[config.mk]
export PLATFORM = sky130hd
export DESIGN_NAME = siel_core
export DESIGN_NICKNAME = d
export VERILOG_FILES = /design/src/include/siel_pkg.sv /design/src/verilog/siel_fifo.sv /design/src/verilog/siel_core.sv
export VERILOG_INCLUDE_DIRS = /design/src /design/src/include
export SDC_FILE = /design/constraint.sdc
export NUM_CORES = 1
export LEC_CHECK = 0
export ABC_AREA = 1
export ABC_CLOCK_PERIOD_IN_PS = 2920
export BUFFER_PORTS_ARGS = -buffer_cell sky130_fd_sc_hd__buf_4
export CORE_ASPECT_RATIO = 1.1
export CORE_MARGIN = 8
export CORE_UTILIZATION = 43
export DETAILED_ROUTE_END_ITERATION = 8
export SYNTH_ARGS = -nofsm -noshare
export SYNTH_HDL_FRONTEND = slang
export SYNTH_SLANG_ARGS = --single-unit
[constraint.sdc]
create_clock -name core_clk -period 2.92 [get_ports core_clk]
set_input_delay 0.584 -clock core_clk [delete_from_list [all_inputs] [get_ports core_clk]]
set_output_delay 0.584 -clock core_clk [all_outputs]
set_load 0.02 [all_outputs]
[src/include/siel_params.svh]
// holds the bit positions, reset values and sizes of the interrupt/error block
// assumes a single inclusion point per compilation unit
`ifndef SIEL_PARAMS_SVH
`define SIEL_PARAMS_SVH

// ****************************************
// status word layout
// ****************************************
`define SIEL_ST_W        16
`define SIEL_ST_IRQ      0
`define SIEL_ST_UNDERRUN 4
`define SIEL_ST_TX       5
`define SIEL_ST_RX       6
`define SIEL_ST_OVERFLOW 7
`define SIEL_ST_SELECT_RELEASE_ERROR    12
`define SIEL_ST_RESET    16'h0000

// ****************************************
// serial side
// ****************************************
`define SIEL_BYTE_W      8
`define SIEL_FIFO_DEPTH  8
`define SIEL_BIT_RESET   3'h7
`define SIEL_BIT_LAST    3'h0
`define SIEL_BIT_STEP    3'h1
`define SIEL_PIN_W       4
`define SIEL_PIN_IDLE    4'h2
`define SIEL_PIN_CLK     0
`define SIEL_PIN_SEL     1
`define SIEL_PIN_MOSI    2
`define SIEL_PIN_MISO    3
`define SIEL_SHIFT_IDLE  8'hff
`define SIEL_CNT_W       4
`define SIEL_CNT_ONE     4'h1
`define SIEL_CNT_ZERO    4'h0

`endif

[src/include/siel_pkg.sv]
// holds the types shared by the interrupt/error block and its bench
// assumes siel_params.svh sits on the include path
package siel_pkg;
  typedef enum logic [1:0] {
    FRAME_IDLE    = 2'b00,
    FRAME_ACTIVE  = 2'b01,
    FRAME_STALLED = 2'b10
  } siel_frame_t;
  typedef logic [7:0] siel_byte_t;
  typedef logic [1:0] siel_thresh_t;
endpackage

[src/verilog/siel_fifo.sv]
// holds the receive byte fifo: parameterised width and depth, valid/ready both sides
// assumes one clock domain and a synchronous flush from the owner
module siel_fifo #(
  parameter int W = 8,
  parameter int D = 8
) (
  input  wire logic                   core_clk,
  input  wire logic                   rst,
  input  wire logic                   flush,
  input  wire logic                   in_valid,
  output logic                        in_ready,
  input  wire logic [W-1:0]           in_data,
  output logic                        out_valid,
  input  wire logic                   out_ready,
  output logic [W-1:0]                out_data,
  output logic [$clog2(D+1)-1:0]      level
);
  localparam int PW = $clog2(D);
  localparam int LW = $clog2(D+1);

  logic [W-1:0]  mem [D];
  logic [PW-1:0] wr_ptr;
  logic [PW-1:0] rd_ptr;
  logic          push;
  logic          pop;

  assign in_ready  = (level != LW'(D));
  assign out_valid = (level != '0);
  assign out_data  = mem[rd_ptr];
  assign push      = in_valid & in_ready;
  assign pop       = out_valid & out_ready;

  function automatic logic [PW-1:0] wrap_inc(input logic [PW-1:0] p);
    return (p == PW'(D - 1)) ? '0 : p + PW'(1);
  endfunction

  always_ff @(posedge core_clk) begin
    if (push) begin
      mem[wr_ptr] <= in_data;
    end
  end

  always_ff @(posedge core_clk or posedge rst) begin
    if (rst) begin
      wr_ptr <= '0;
      rd_ptr <= '0;
      level  <= '0;
    end else if (flush) begin
      wr_ptr <= '0;
      rd_ptr <= '0;
      level  <= '0;
    end else begin
      if (push) begin
        wr_ptr <= wrap_inc(wr_ptr);
      end
      if (pop) begin
        rd_ptr <= wrap_inc(rd_ptr);
      end
      if (push && !pop) begin
        level <= level + LW'(1);
      end else if (pop && !push) begin
        level <= level - LW'(1);
      end
    end
  end
endmodule // siel_fifo

[src/verilog/siel_core.sv]
// holds the interrupt, error and open-drain output logic of the serial port
// assumes clock line and select pins arrive asynchronously; control bits are static levels
`include "siel_params.svh"

// Overview of operation
// - five source flags plus combined interrupt state appear in the status word
// - direction select picks transmit (set) or receive (clear) interrupt
// - select-release error always raises the interrupt
// - master: byte interrupts follow the last clock edge of each byte
// - slave: byte interrupts at next byte's first edge or select release
// - transmit interrupt counts loaded bytes: every 1, 2, 3 or 4
// - configuration write zeroes the transmitted-byte counter
// - transmit flag in bit 5, cleared by status read, masked by its disable
// - receive flag in bit 6, evaluated only when a byte enters the fifo
// - receive interrupt compares fifo fill against the threshold
// - after a status read, receive fires again only on a new byte
// - receive disable suppresses the receive interrupt
// - transfer starting with empty transmit side sets underrun, bit 4
// - byte arriving at a full fifo sets overflow and interrupts unless receive disable is set
// - flags clear on status read and on disable; transmit and receive flags also on their flush
// - open-drain mode drives the data line only for zero bits
// - bit counter wraps after eight clocks, holds across select release unless its reset enable is set
// - select release with bit counter not at 7 sets the error flag
module siel_core (
  input  wire logic                 core_clk,
  input  wire logic                 rst,
  input  wire logic                 enable,
  input  wire logic                 master_mode,
  input  wire logic                 irq_direction_select,
  input  wire siel_pkg::siel_thresh_t irq_threshold,
  input  wire logic                 tx_irq_disable,
  input  wire logic                 rx_irq_disable,
  input  wire logic                 tx_flush,
  input  wire logic                 rx_flush,
  input  wire logic                 config_write,
  input  wire logic                 status_read,
  input  wire logic                 bit_counter_reset_enable,
  input  wire logic                 open_drain_output_mode,
  input  wire logic                 serial_clock_line,
  input  wire logic                 select_n,
  input  wire logic                 mosi_in,
  input  wire logic                 miso_in,
  output logic                      mosi_out,
  output logic                      mosi_oe_n,
  output logic                      miso_out,
  output logic                      miso_oe_n,
  input  wire siel_pkg::siel_byte_t tx_data,
  input  wire logic                 tx_valid,
  output logic                      tx_ready,
  output siel_pkg::siel_byte_t      rx_data,
  output logic                      rx_valid,
  input  wire logic                 rx_ready,
  output logic [`SIEL_ST_W-1:0]     serial_status_reg,
  output logic                      irq
);
  import siel_pkg::*;

  logic [`SIEL_PIN_W-1:0] sync1;
  logic [`SIEL_PIN_W-1:0] sync2;
  logic [`SIEL_PIN_W-1:0] sync3;
  logic [`SIEL_PIN_W-1:0] pin_f;
  logic [`SIEL_PIN_W-1:0] pin_q;
  logic                   clk_rise;
  logic                   clk_fall;
  logic                   cs_fall;
  logic                   cs_rise;
  logic                   cs_low;
  logic                   serial_in;
  logic [2:0]             bit_cnt;
  siel_frame_t            frame;
  siel_byte_t             rx_shift;
  siel_byte_t             rx_hold;
  siel_byte_t             new_byte;
  logic                   byte_done;
  logic                   byte_pend;
  logic                   byte_evt;
  siel_byte_t             push_data;
  logic                   fifo_in_ready;
  logic [`SIEL_CNT_W-1:0] rx_level;
  siel_byte_t             tx_hold;
  logic                   tx_hold_valid;
  logic                   next_hold_valid;
  siel_byte_t             tx_shift;
  logic                   load_evt;
  logic                   tx_accept;
  logic [`SIEL_CNT_W-1:0] tx_count;
  logic [`SIEL_CNT_W-1:0] next_tx_count;
  logic                   start_evt;
  logic                   underrun_flag;
  logic                   tx_flag;
  logic                   rx_flag;
  logic                   overflow_flag;
  logic                   select_release_error;
  logic                   set_underrun;
  logic                   set_tx;
  logic                   set_rx;
  logic                   set_overflow;
  logic                   set_select_release_error;
  logic                   next_irq;
  logic                   drive_active;

  // count reached once it passes the threshold code
  function automatic logic siel_reached(input logic [`SIEL_CNT_W-1:0] cnt,
                                        input siel_thresh_t          th);
    return cnt > {2'b00, th};
  endfunction

  // ****************************************
  // pin sampling
  // ****************************************
  // a change is taken only once the second and third stages agree
  always_ff @(posedge core_clk or posedge rst) begin
    if (rst) begin
      sync1 <= `SIEL_PIN_IDLE;
      sync2 <= `SIEL_PIN_IDLE;
      sync3 <= `SIEL_PIN_IDLE;
      pin_f <= `SIEL_PIN_IDLE;
      pin_q <= `SIEL_PIN_IDLE;
    end else begin
      sync1 <= {miso_in, mosi_in, select_n, serial_clock_line};
      sync2 <= sync1;
      sync3 <= sync2;
      for (int i = 0; i < `SIEL_PIN_W; i++) begin
        if (sync2[i] == sync3[i]) begin
          pin_f[i] <= sync2[i];
        end
      end
      pin_q <= pin_f;
    end
  end

  assign cs_low    = ~pin_f[`SIEL_PIN_SEL];
  assign clk_rise  = pin_f[`SIEL_PIN_CLK] & ~pin_q[`SIEL_PIN_CLK] & cs_low & enable;
  assign clk_fall  = ~pin_f[`SIEL_PIN_CLK] & pin_q[`SIEL_PIN_CLK] & cs_low & enable;
  assign cs_fall   = ~pin_f[`SIEL_PIN_SEL] & pin_q[`SIEL_PIN_SEL] & enable;
  assign cs_rise   = pin_f[`SIEL_PIN_SEL] & ~pin_q[`SIEL_PIN_SEL] & enable;
  assign serial_in = master_mode ? pin_f[`SIEL_PIN_MISO] : pin_f[`SIEL_PIN_MOSI];

  // ****************************************
  // bit counter and framing
  // ****************************************
  assign byte_done = clk_rise & (bit_cnt == `SIEL_BIT_LAST);
  assign new_byte  = {rx_shift[6:0], serial_in};

  always_ff @(posedge core_clk or posedge rst) begin
    if (rst) begin
      bit_cnt <= `SIEL_BIT_RESET;
    end else if (!enable) begin
      bit_cnt <= `SIEL_BIT_RESET;
    end else if (clk_rise) begin
      bit_cnt <= byte_done ? `SIEL_BIT_RESET : bit_cnt - `SIEL_BIT_STEP;
    end else if (cs_rise && bit_counter_reset_enable) begin
      bit_cnt <= `SIEL_BIT_RESET;
    end
  end

  // a mid-byte release with counter reset off leaves the frame stalled, to resume
  always_ff @(posedge core_clk or posedge rst) begin
    if (rst) begin
      frame <= FRAME_IDLE;
    end else if (!enable) begin
      frame <= FRAME_IDLE;
    end else begin
      case (frame)
        FRAME_IDLE:    frame <= cs_fall ? FRAME_ACTIVE : FRAME_IDLE;
        FRAME_ACTIVE: begin
          if (cs_rise) begin
            frame <= (bit_cnt != `SIEL_BIT_RESET && !bit_counter_reset_enable)
                     ? FRAME_STALLED : FRAME_IDLE;
          end
        end
        FRAME_STALLED: frame <= cs_fall ? FRAME_ACTIVE : FRAME_STALLED;
        default:       frame <= FRAME_IDLE;
      endcase
    end
  end

  always_ff @(posedge core_clk or posedge rst) begin
    if (rst) begin
      rx_shift <= '0;
    end else if (clk_rise) begin
      rx_shift <= new_byte;
    end
  end

  // ****************************************
  // byte event timing per mode
  // ****************************************
  // slave defers the event so a late release still reports the byte
  always_ff @(posedge core_clk or posedge rst) begin
    if (rst) begin
      byte_pend <= 1'b0;
      rx_hold   <= '0;
    end else if (!enable) begin
      byte_pend <= 1'b0;
    end else if (byte_done && !master_mode) begin
      byte_pend <= 1'b1;
      rx_hold   <= new_byte;
    end else if (byte_evt) begin
      byte_pend <= 1'b0;
    end
  end

  assign byte_evt  = master_mode ? byte_done
                                 : byte_pend & (clk_rise | cs_rise);
  assign push_data = master_mode ? new_byte : rx_hold;

  siel_fifo #(
    .W (`SIEL_BYTE_W),
    .D (`SIEL_FIFO_DEPTH)
  ) u_rx_fifo (
    .core_clk  (core_clk),
    .rst       (rst),
    .flush     (rx_flush | ~enable),
    .in_valid  (byte_evt),
    .in_ready  (fifo_in_ready),
    .in_data   (push_data),
    .out_valid (rx_valid),
    .out_ready (rx_ready),
    .out_data  (rx_data),
    .level     (rx_level)
  );

  // ****************************************
  // transmit holding and shifting
  // ****************************************
  assign start_evt       = cs_fall & (frame == FRAME_IDLE);
  assign load_evt        = start_evt | (byte_done & cs_low);
  assign tx_accept       = tx_valid & tx_ready;
  assign next_hold_valid = ~tx_flush & enable &
                           (tx_accept | (tx_hold_valid & ~load_evt));

  always_ff @(posedge core_clk or posedge rst) begin
    if (rst) begin
      tx_hold_valid <= 1'b0;
      tx_ready      <= 1'b0;
      tx_hold       <= '0;
    end else begin
      tx_hold_valid <= next_hold_valid;
      tx_ready      <= ~next_hold_valid & enable;
      if (tx_accept) begin
        tx_hold <= tx_data;
      end
    end
  end

  // an empty load keeps the old byte; the shift engine rotates it, it never zero-fills
  always_ff @(posedge core_clk or posedge rst) begin
    if (rst) begin
      tx_shift <= `SIEL_SHIFT_IDLE;
    end else if (load_evt && tx_hold_valid) begin
      tx_shift <= tx_hold;
    end else if (clk_fall) begin
      tx_shift <= {tx_shift[6:0], tx_shift[7]};
    end
  end

  assign next_tx_count = tx_count + `SIEL_CNT_ONE;
  assign set_tx        = load_evt & tx_hold_valid & siel_reached(next_tx_count, irq_threshold);

  always_ff @(posedge core_clk or posedge rst) begin
    if (rst) begin
      tx_count <= `SIEL_CNT_ZERO;
    end else if (config_write || !enable || set_tx) begin
      tx_count <= `SIEL_CNT_ZERO;
    end else if (load_evt && tx_hold_valid) begin
      tx_count <= next_tx_count;
    end
  end

  // ****************************************
  // source flags
  // ****************************************
  assign set_underrun = start_evt & ~tx_hold_valid;
  assign set_rx       = byte_evt & fifo_in_ready &
                        siel_reached(rx_level + `SIEL_CNT_ONE, irq_threshold);
  assign set_overflow = byte_evt & ~fifo_in_ready;
  assign set_select_release_error    = cs_rise & (bit_cnt != `SIEL_BIT_RESET);

  // set wins over a status read landing in the same cycle
  always_ff @(posedge core_clk or posedge rst) begin
    if (rst) begin
      underrun_flag        <= 1'b0;
      tx_flag              <= 1'b0;
      rx_flag              <= 1'b0;
      overflow_flag        <= 1'b0;
      select_release_error <= 1'b0;
    end else if (!enable) begin
      underrun_flag        <= 1'b0;
      tx_flag              <= 1'b0;
      rx_flag              <= 1'b0;
      overflow_flag        <= 1'b0;
      select_release_error <= 1'b0;
    end else begin
      underrun_flag        <= set_underrun | (underrun_flag & ~status_read);
      tx_flag              <= set_tx | (tx_flag & ~status_read & ~tx_flush);
      rx_flag              <= set_rx | (rx_flag & ~status_read & ~rx_flush);
      overflow_flag        <= set_overflow | (overflow_flag & ~status_read);
      select_release_error <= set_select_release_error | (select_release_error & ~status_read);
    end
  end

  // ****************************************
  // interrupt line and status word
  // ****************************************
  assign next_irq = select_release_error
                  | (tx_flag & irq_direction_select & ~tx_irq_disable)
                  | (rx_flag & ~irq_direction_select & ~rx_irq_disable)
                  | (underrun_flag & ~tx_irq_disable)
                  | (overflow_flag & ~rx_irq_disable);

  always_ff @(posedge core_clk or posedge rst) begin
    if (rst) begin
      irq               <= 1'b0;
      serial_status_reg <= `SIEL_ST_RESET;
    end else begin
      irq                                   <= next_irq;
      serial_status_reg                     <= `SIEL_ST_RESET;
      serial_status_reg[`SIEL_ST_IRQ]       <= next_irq;
      serial_status_reg[`SIEL_ST_UNDERRUN]  <= underrun_flag;
      serial_status_reg[`SIEL_ST_TX]        <= tx_flag;
      serial_status_reg[`SIEL_ST_RX]        <= rx_flag;
      serial_status_reg[`SIEL_ST_OVERFLOW]  <= overflow_flag;
      serial_status_reg[`SIEL_ST_SELECT_RELEASE_ERROR]     <= select_release_error;
    end
  end

  // ****************************************
  // data outputs
  // ****************************************
  // open-drain relies on an external pull-up to form the one level
  assign drive_active = enable & (master_mode | cs_low);

  always_ff @(posedge core_clk or posedge rst) begin
    if (rst) begin
      mosi_out  <= 1'b1;
      mosi_oe_n <= 1'b1;
      miso_out  <= 1'b1;
      miso_oe_n <= 1'b1;
    end else begin
      mosi_out  <= tx_shift[7];
      miso_out  <= tx_shift[7];
      mosi_oe_n <= ~(drive_active & master_mode &
                     (~open_drain_output_mode | ~tx_shift[7]));
      miso_oe_n <= ~(drive_active & ~master_mode &
                     (~open_drain_output_mode | ~tx_shift[7]));
    end
  end

  // ****************************************
  // checks
  // ****************************************
  select_release_error_set_a: assert property (
    @(posedge core_clk) disable iff (rst)
    (set_select_release_error && enable) |=> select_release_error ##1 serial_status_reg[`SIEL_ST_SELECT_RELEASE_ERROR])
    else $error("release error not flagged");

  select_release_error_irq_a: assert property (
    @(posedge core_clk) disable iff (rst)
    select_release_error |=> irq)
    else $error("release error did not raise irq");

  rx_gate_a: assert property (
    @(posedge core_clk) disable iff (rst)
    (tx_flag && !rx_flag && !underrun_flag && !overflow_flag && !select_release_error
     && !irq_direction_select) |=> !irq)
    else $error("transmit flag leaked in receive mode");

  disable_mask_a: assert property (
    @(posedge core_clk) disable iff (rst)
    (tx_irq_disable && rx_irq_disable && !select_release_error) |=> !irq)
    else $error("disabled sources raised irq");

  read_clear_a: assert property (
    @(posedge core_clk) disable iff (rst)
    (status_read && !set_tx && !set_rx && !set_underrun && !set_overflow && !set_select_release_error)
    |=> !(tx_flag || rx_flag || underrun_flag || overflow_flag || select_release_error))
    else $error("status read left a flag set");

  off_quiet_a: assert property (
    @(posedge core_clk) disable iff (rst)
    !enable ##1 !enable |=> !irq && serial_status_reg == `SIEL_ST_RESET)
    else $error("irq active while disabled");

  count_hold_a: assert property (
    @(posedge core_clk) disable iff (rst)
    (enable && !cs_low && !cs_rise) ##1 enable |-> $stable(bit_cnt))
    else $error("bit counter moved with select released");

  overflow_set_a: assert property (
    @(posedge core_clk) disable iff (rst)
    (set_overflow && enable) |=> overflow_flag ##1 (irq || rx_irq_disable || !enable))
    else $error("overflow not reported");

  underrun_set_a: assert property (
    @(posedge core_clk) disable iff (rst)
    (start_evt && !tx_hold_valid) |=> underrun_flag)
    else $error("underrun not flagged");

  wired_zero_a: assert property (
    @(posedge core_clk) disable iff (rst)
    (!mosi_oe_n && $past(open_drain_output_mode)) |-> !mosi_out)
    else $error("open-drain line driven high");

  // slave side carries the open-drain traffic in the bench
  wired_zero_s_a: assert property (
    @(posedge core_clk) disable iff (rst)
    (!miso_oe_n && $past(open_drain_output_mode)) |-> !miso_out)
    else $error("open-drain return line driven high");
endmodule // siel_core

==> flow_summary.toml <==
[setup_path]
worst_path_max_delay_cell = "dfrtp_1"
critical_path_depth = 6
crit_start = "u_rx_fifo.rd_ptr[0]"
slowest_delay_ps = 400
critPathTopFamily = "buffers and inverters"
critPathBufInv = 2
timing.rr.start = "u_rx_fifo.level[0]"
setup.worst_path.start_class = "flop"
cp.required_ps = 2340
crit_type = "reg2out"
path_max_fanout = 32
path_cells = "buf_4 -> mux2i_1 -> o22ai_1 -> nand2_1 -> nand2_1 -> buf_4"
rr_worst_depth = 13
crit_path_end_kind = "output port"
cp.arrival_ps = 1970

[routing]
drc = 0
postRouteWirelength_um = 12900
dr.pass1.iters = 4
drt-met1-wl_um = 5660
vias = 4351
drt-initial-drc-count = 301
highest_layer = "met4"
ant_nets = 0
wl_met2_um = 6560
wire_per_inst_um = 14.5
wl_met3_um = 393
routed_via_density = 4.90

[synthesis]
synth_most_common_cell = "nand2_1"
netlist_top_cells_count = "123 x nand2_1, 68 x inv_1, 66 x dfrtp_1"
yosys-top-cells-area = "edfxtp_1 30%, dfrtp_1 26%, dfstp_2 7.7%"
synthArstFlopShare = 0.570
synth_top_cell_area_share = 0.298
synth_top_cell_by_area = "edfxtp_1"
synth_seq_area_share = 0.631
synth-main-ff-cell = "dfrtp_1"
synth_cells = 614
ys_ff_latch = 149
syn_area_per_cell_um2 = 10.5
synth.distinct_cells = 34
yosysWarningCount = 0
syn_area_mm2 = 0.00646
synth_edf_count = 64

[layout]
n_antenna_cell = 0
synthToLayoutAreaGrowth_pct = 19.4
largest_reg_flops = 64
regMostFlops = "u_rx_fifo.mem"
fin_util = 0.518
nFillCells = 1307
final_area_mm2 = 0.00771
drive_gt1_frac = 0.194
final_net_count = 724

[placed_design]
gp_congestion = 0.805
placed_cell_area_mm2 = 0.00708
portBuffers = 49
hpwlAfterDp_um = 8940

[grt]
grt_pass1_wl_um = 21400
grt_use_total = 0.142
grt_max_degree = 86
grt-ovfl-total = 0
grt_pass1_vias = 4327
antenna_found_initial = 0

[die]
coreArea_mm2 = 0.0149
initial_core_util = 0.434
die_x_um = 133
ioPinCount = 60
die_y_um = 145
rows = 47
dieArea_mm2 = 0.0192

[clock_tree]
cts_sinks = 149
numCtsBuffers = 17
cts_tree = "yes"
clk_pin_slew_worst_paths_ps = 60
insertion_delay_ps = 420
postCtsSetupBuffers = 0
htreeDepth = 4
clock_path_buffers = 2
root_buffer = "clkbuf_16"
ctsHoldBuffers = 0
ctsResizeCount = 0

[power]
fin_total_pwr_uw = 5300
cellLeakagePower_uw = 0.00338
pwr_density_cell_mw_per_mm2 = 687
vdd_drop_max_mv = 0.480

[hold_path]
hold_class = "in2async"

[status]
status = "completed"

[sta]
relSlewSlack = 0.637
setup_viol = 0
whs_ps = 268
finClkSkew_ps = 7.97
max_freq_mhz = 391
worst_slew_pin_slew_ps = 543
finalHoldViolCount = 0
tns_ps = 0
fin_crit_ps = 2560
rsz0062_at_grt = "no"
finalCritPeriodShare = 0.875
maxSlewViolCount = 0

[run]
max_cap_viol_count = 0
-- final timing paths --
| path | slack [ps] | endpoint |
|---|---|---|
| min in group core_clk | 270 | sync1[1] |
| hold reg to reg | 350 | sync2[3] |
| max in group asynchronous | 2300 | mosi_oe_n |
| setup / recovery | 360 | rx_data[3] |
| setup reg to reg | 570 | u_rx_fifo.level[2] |
| hold / removal | 270 | sync2[0] |
-- worst min-delay path, cell delays in order --
cell and delay [ps]:
buf_4 110, clkinv_2 50, buf_12 360
-- cells by family (layout without fill, tap and decap cells) --
group | Yosys count | after routing | share of synthesized area
AOI/OAI and AO/OA | 101 | 101 | 0.0847
xor gates and xnor gates | 5 | 5 | 0.00678
adders and majority gates | 19 | 19 | 0.0353
buffers and inverters | 102 | 171 | 0.0696
DFF | 149 | 149 | 0.631
muxes | 17 | 17 | 0.0265
other | 1 | 10 | 0.000581
and+or+nand+nor | 220 | 220 | 0.146
-- per-layer routing --
layer,track usage,vias up
met1,0.164,2119
met2,0.241,71
met4,0.0616,0
met3,0.0424,16
met5,0,-
li1,-,2145
-- final cells by class --
class | instances | area [µm²] | area share
clock buffers | 17 | 425 | 0.0552
clock inverters | 14 | 208 | 0.0269
inverters | 73 | 275 | 0.0357
multi-input cells | 372 | 1970 | 0.255
flip-flops and latches | 149 | 4070 | 0.528
well taps | 196 | 245 | 0.0318
repair buffers | 67 | 515 | 0.0669
-- through the flow --
| step | cells | setup slack [ps] |
|---|---|---|
| 2_1_floorplan | 623 | 174 |
| 3_3_place_gp | 857 | 577 |
| 3_5_place_dp | 857 | 486 |
| 4_1_cts | 888 | 334 |
| 5_1_grt | 888 | 232 |
| 6_report | 888 | 364 |
-- layout by cell type, fill, tap and decap left out, types with 2 or more instances in the layout --
cell type     n
nand2_1     123
inv_1        67
dfrtp_1      66
buf_4        66
edfxtp_1     64
o21ai_0      61
nor2_1       51
nand3_1      21
dfstp_2      19
a21oi_1      18
o22ai_1      17
clkbuf_16    17
mux2i_1      16
ha_1         15
conb_1       10
nand4_1       7
nor3_1        6
nand2_2       5
bufinv_16     5
xnor2_1       4
maj3_1        4
clkinv_1      4
inv_2         3
nand2_4       3
clkinvlp_4    3
nor2_4        2
a22oi_1       2
clkinv_2      2
inv_6         2
-- report_power, final --
part           total, µW  internal [µW]  switching (µW)
clock               2320           1500             818
sequential          2470           2400            68.3
combinational        511            182             329
Power figures use the tool's default switching activity.
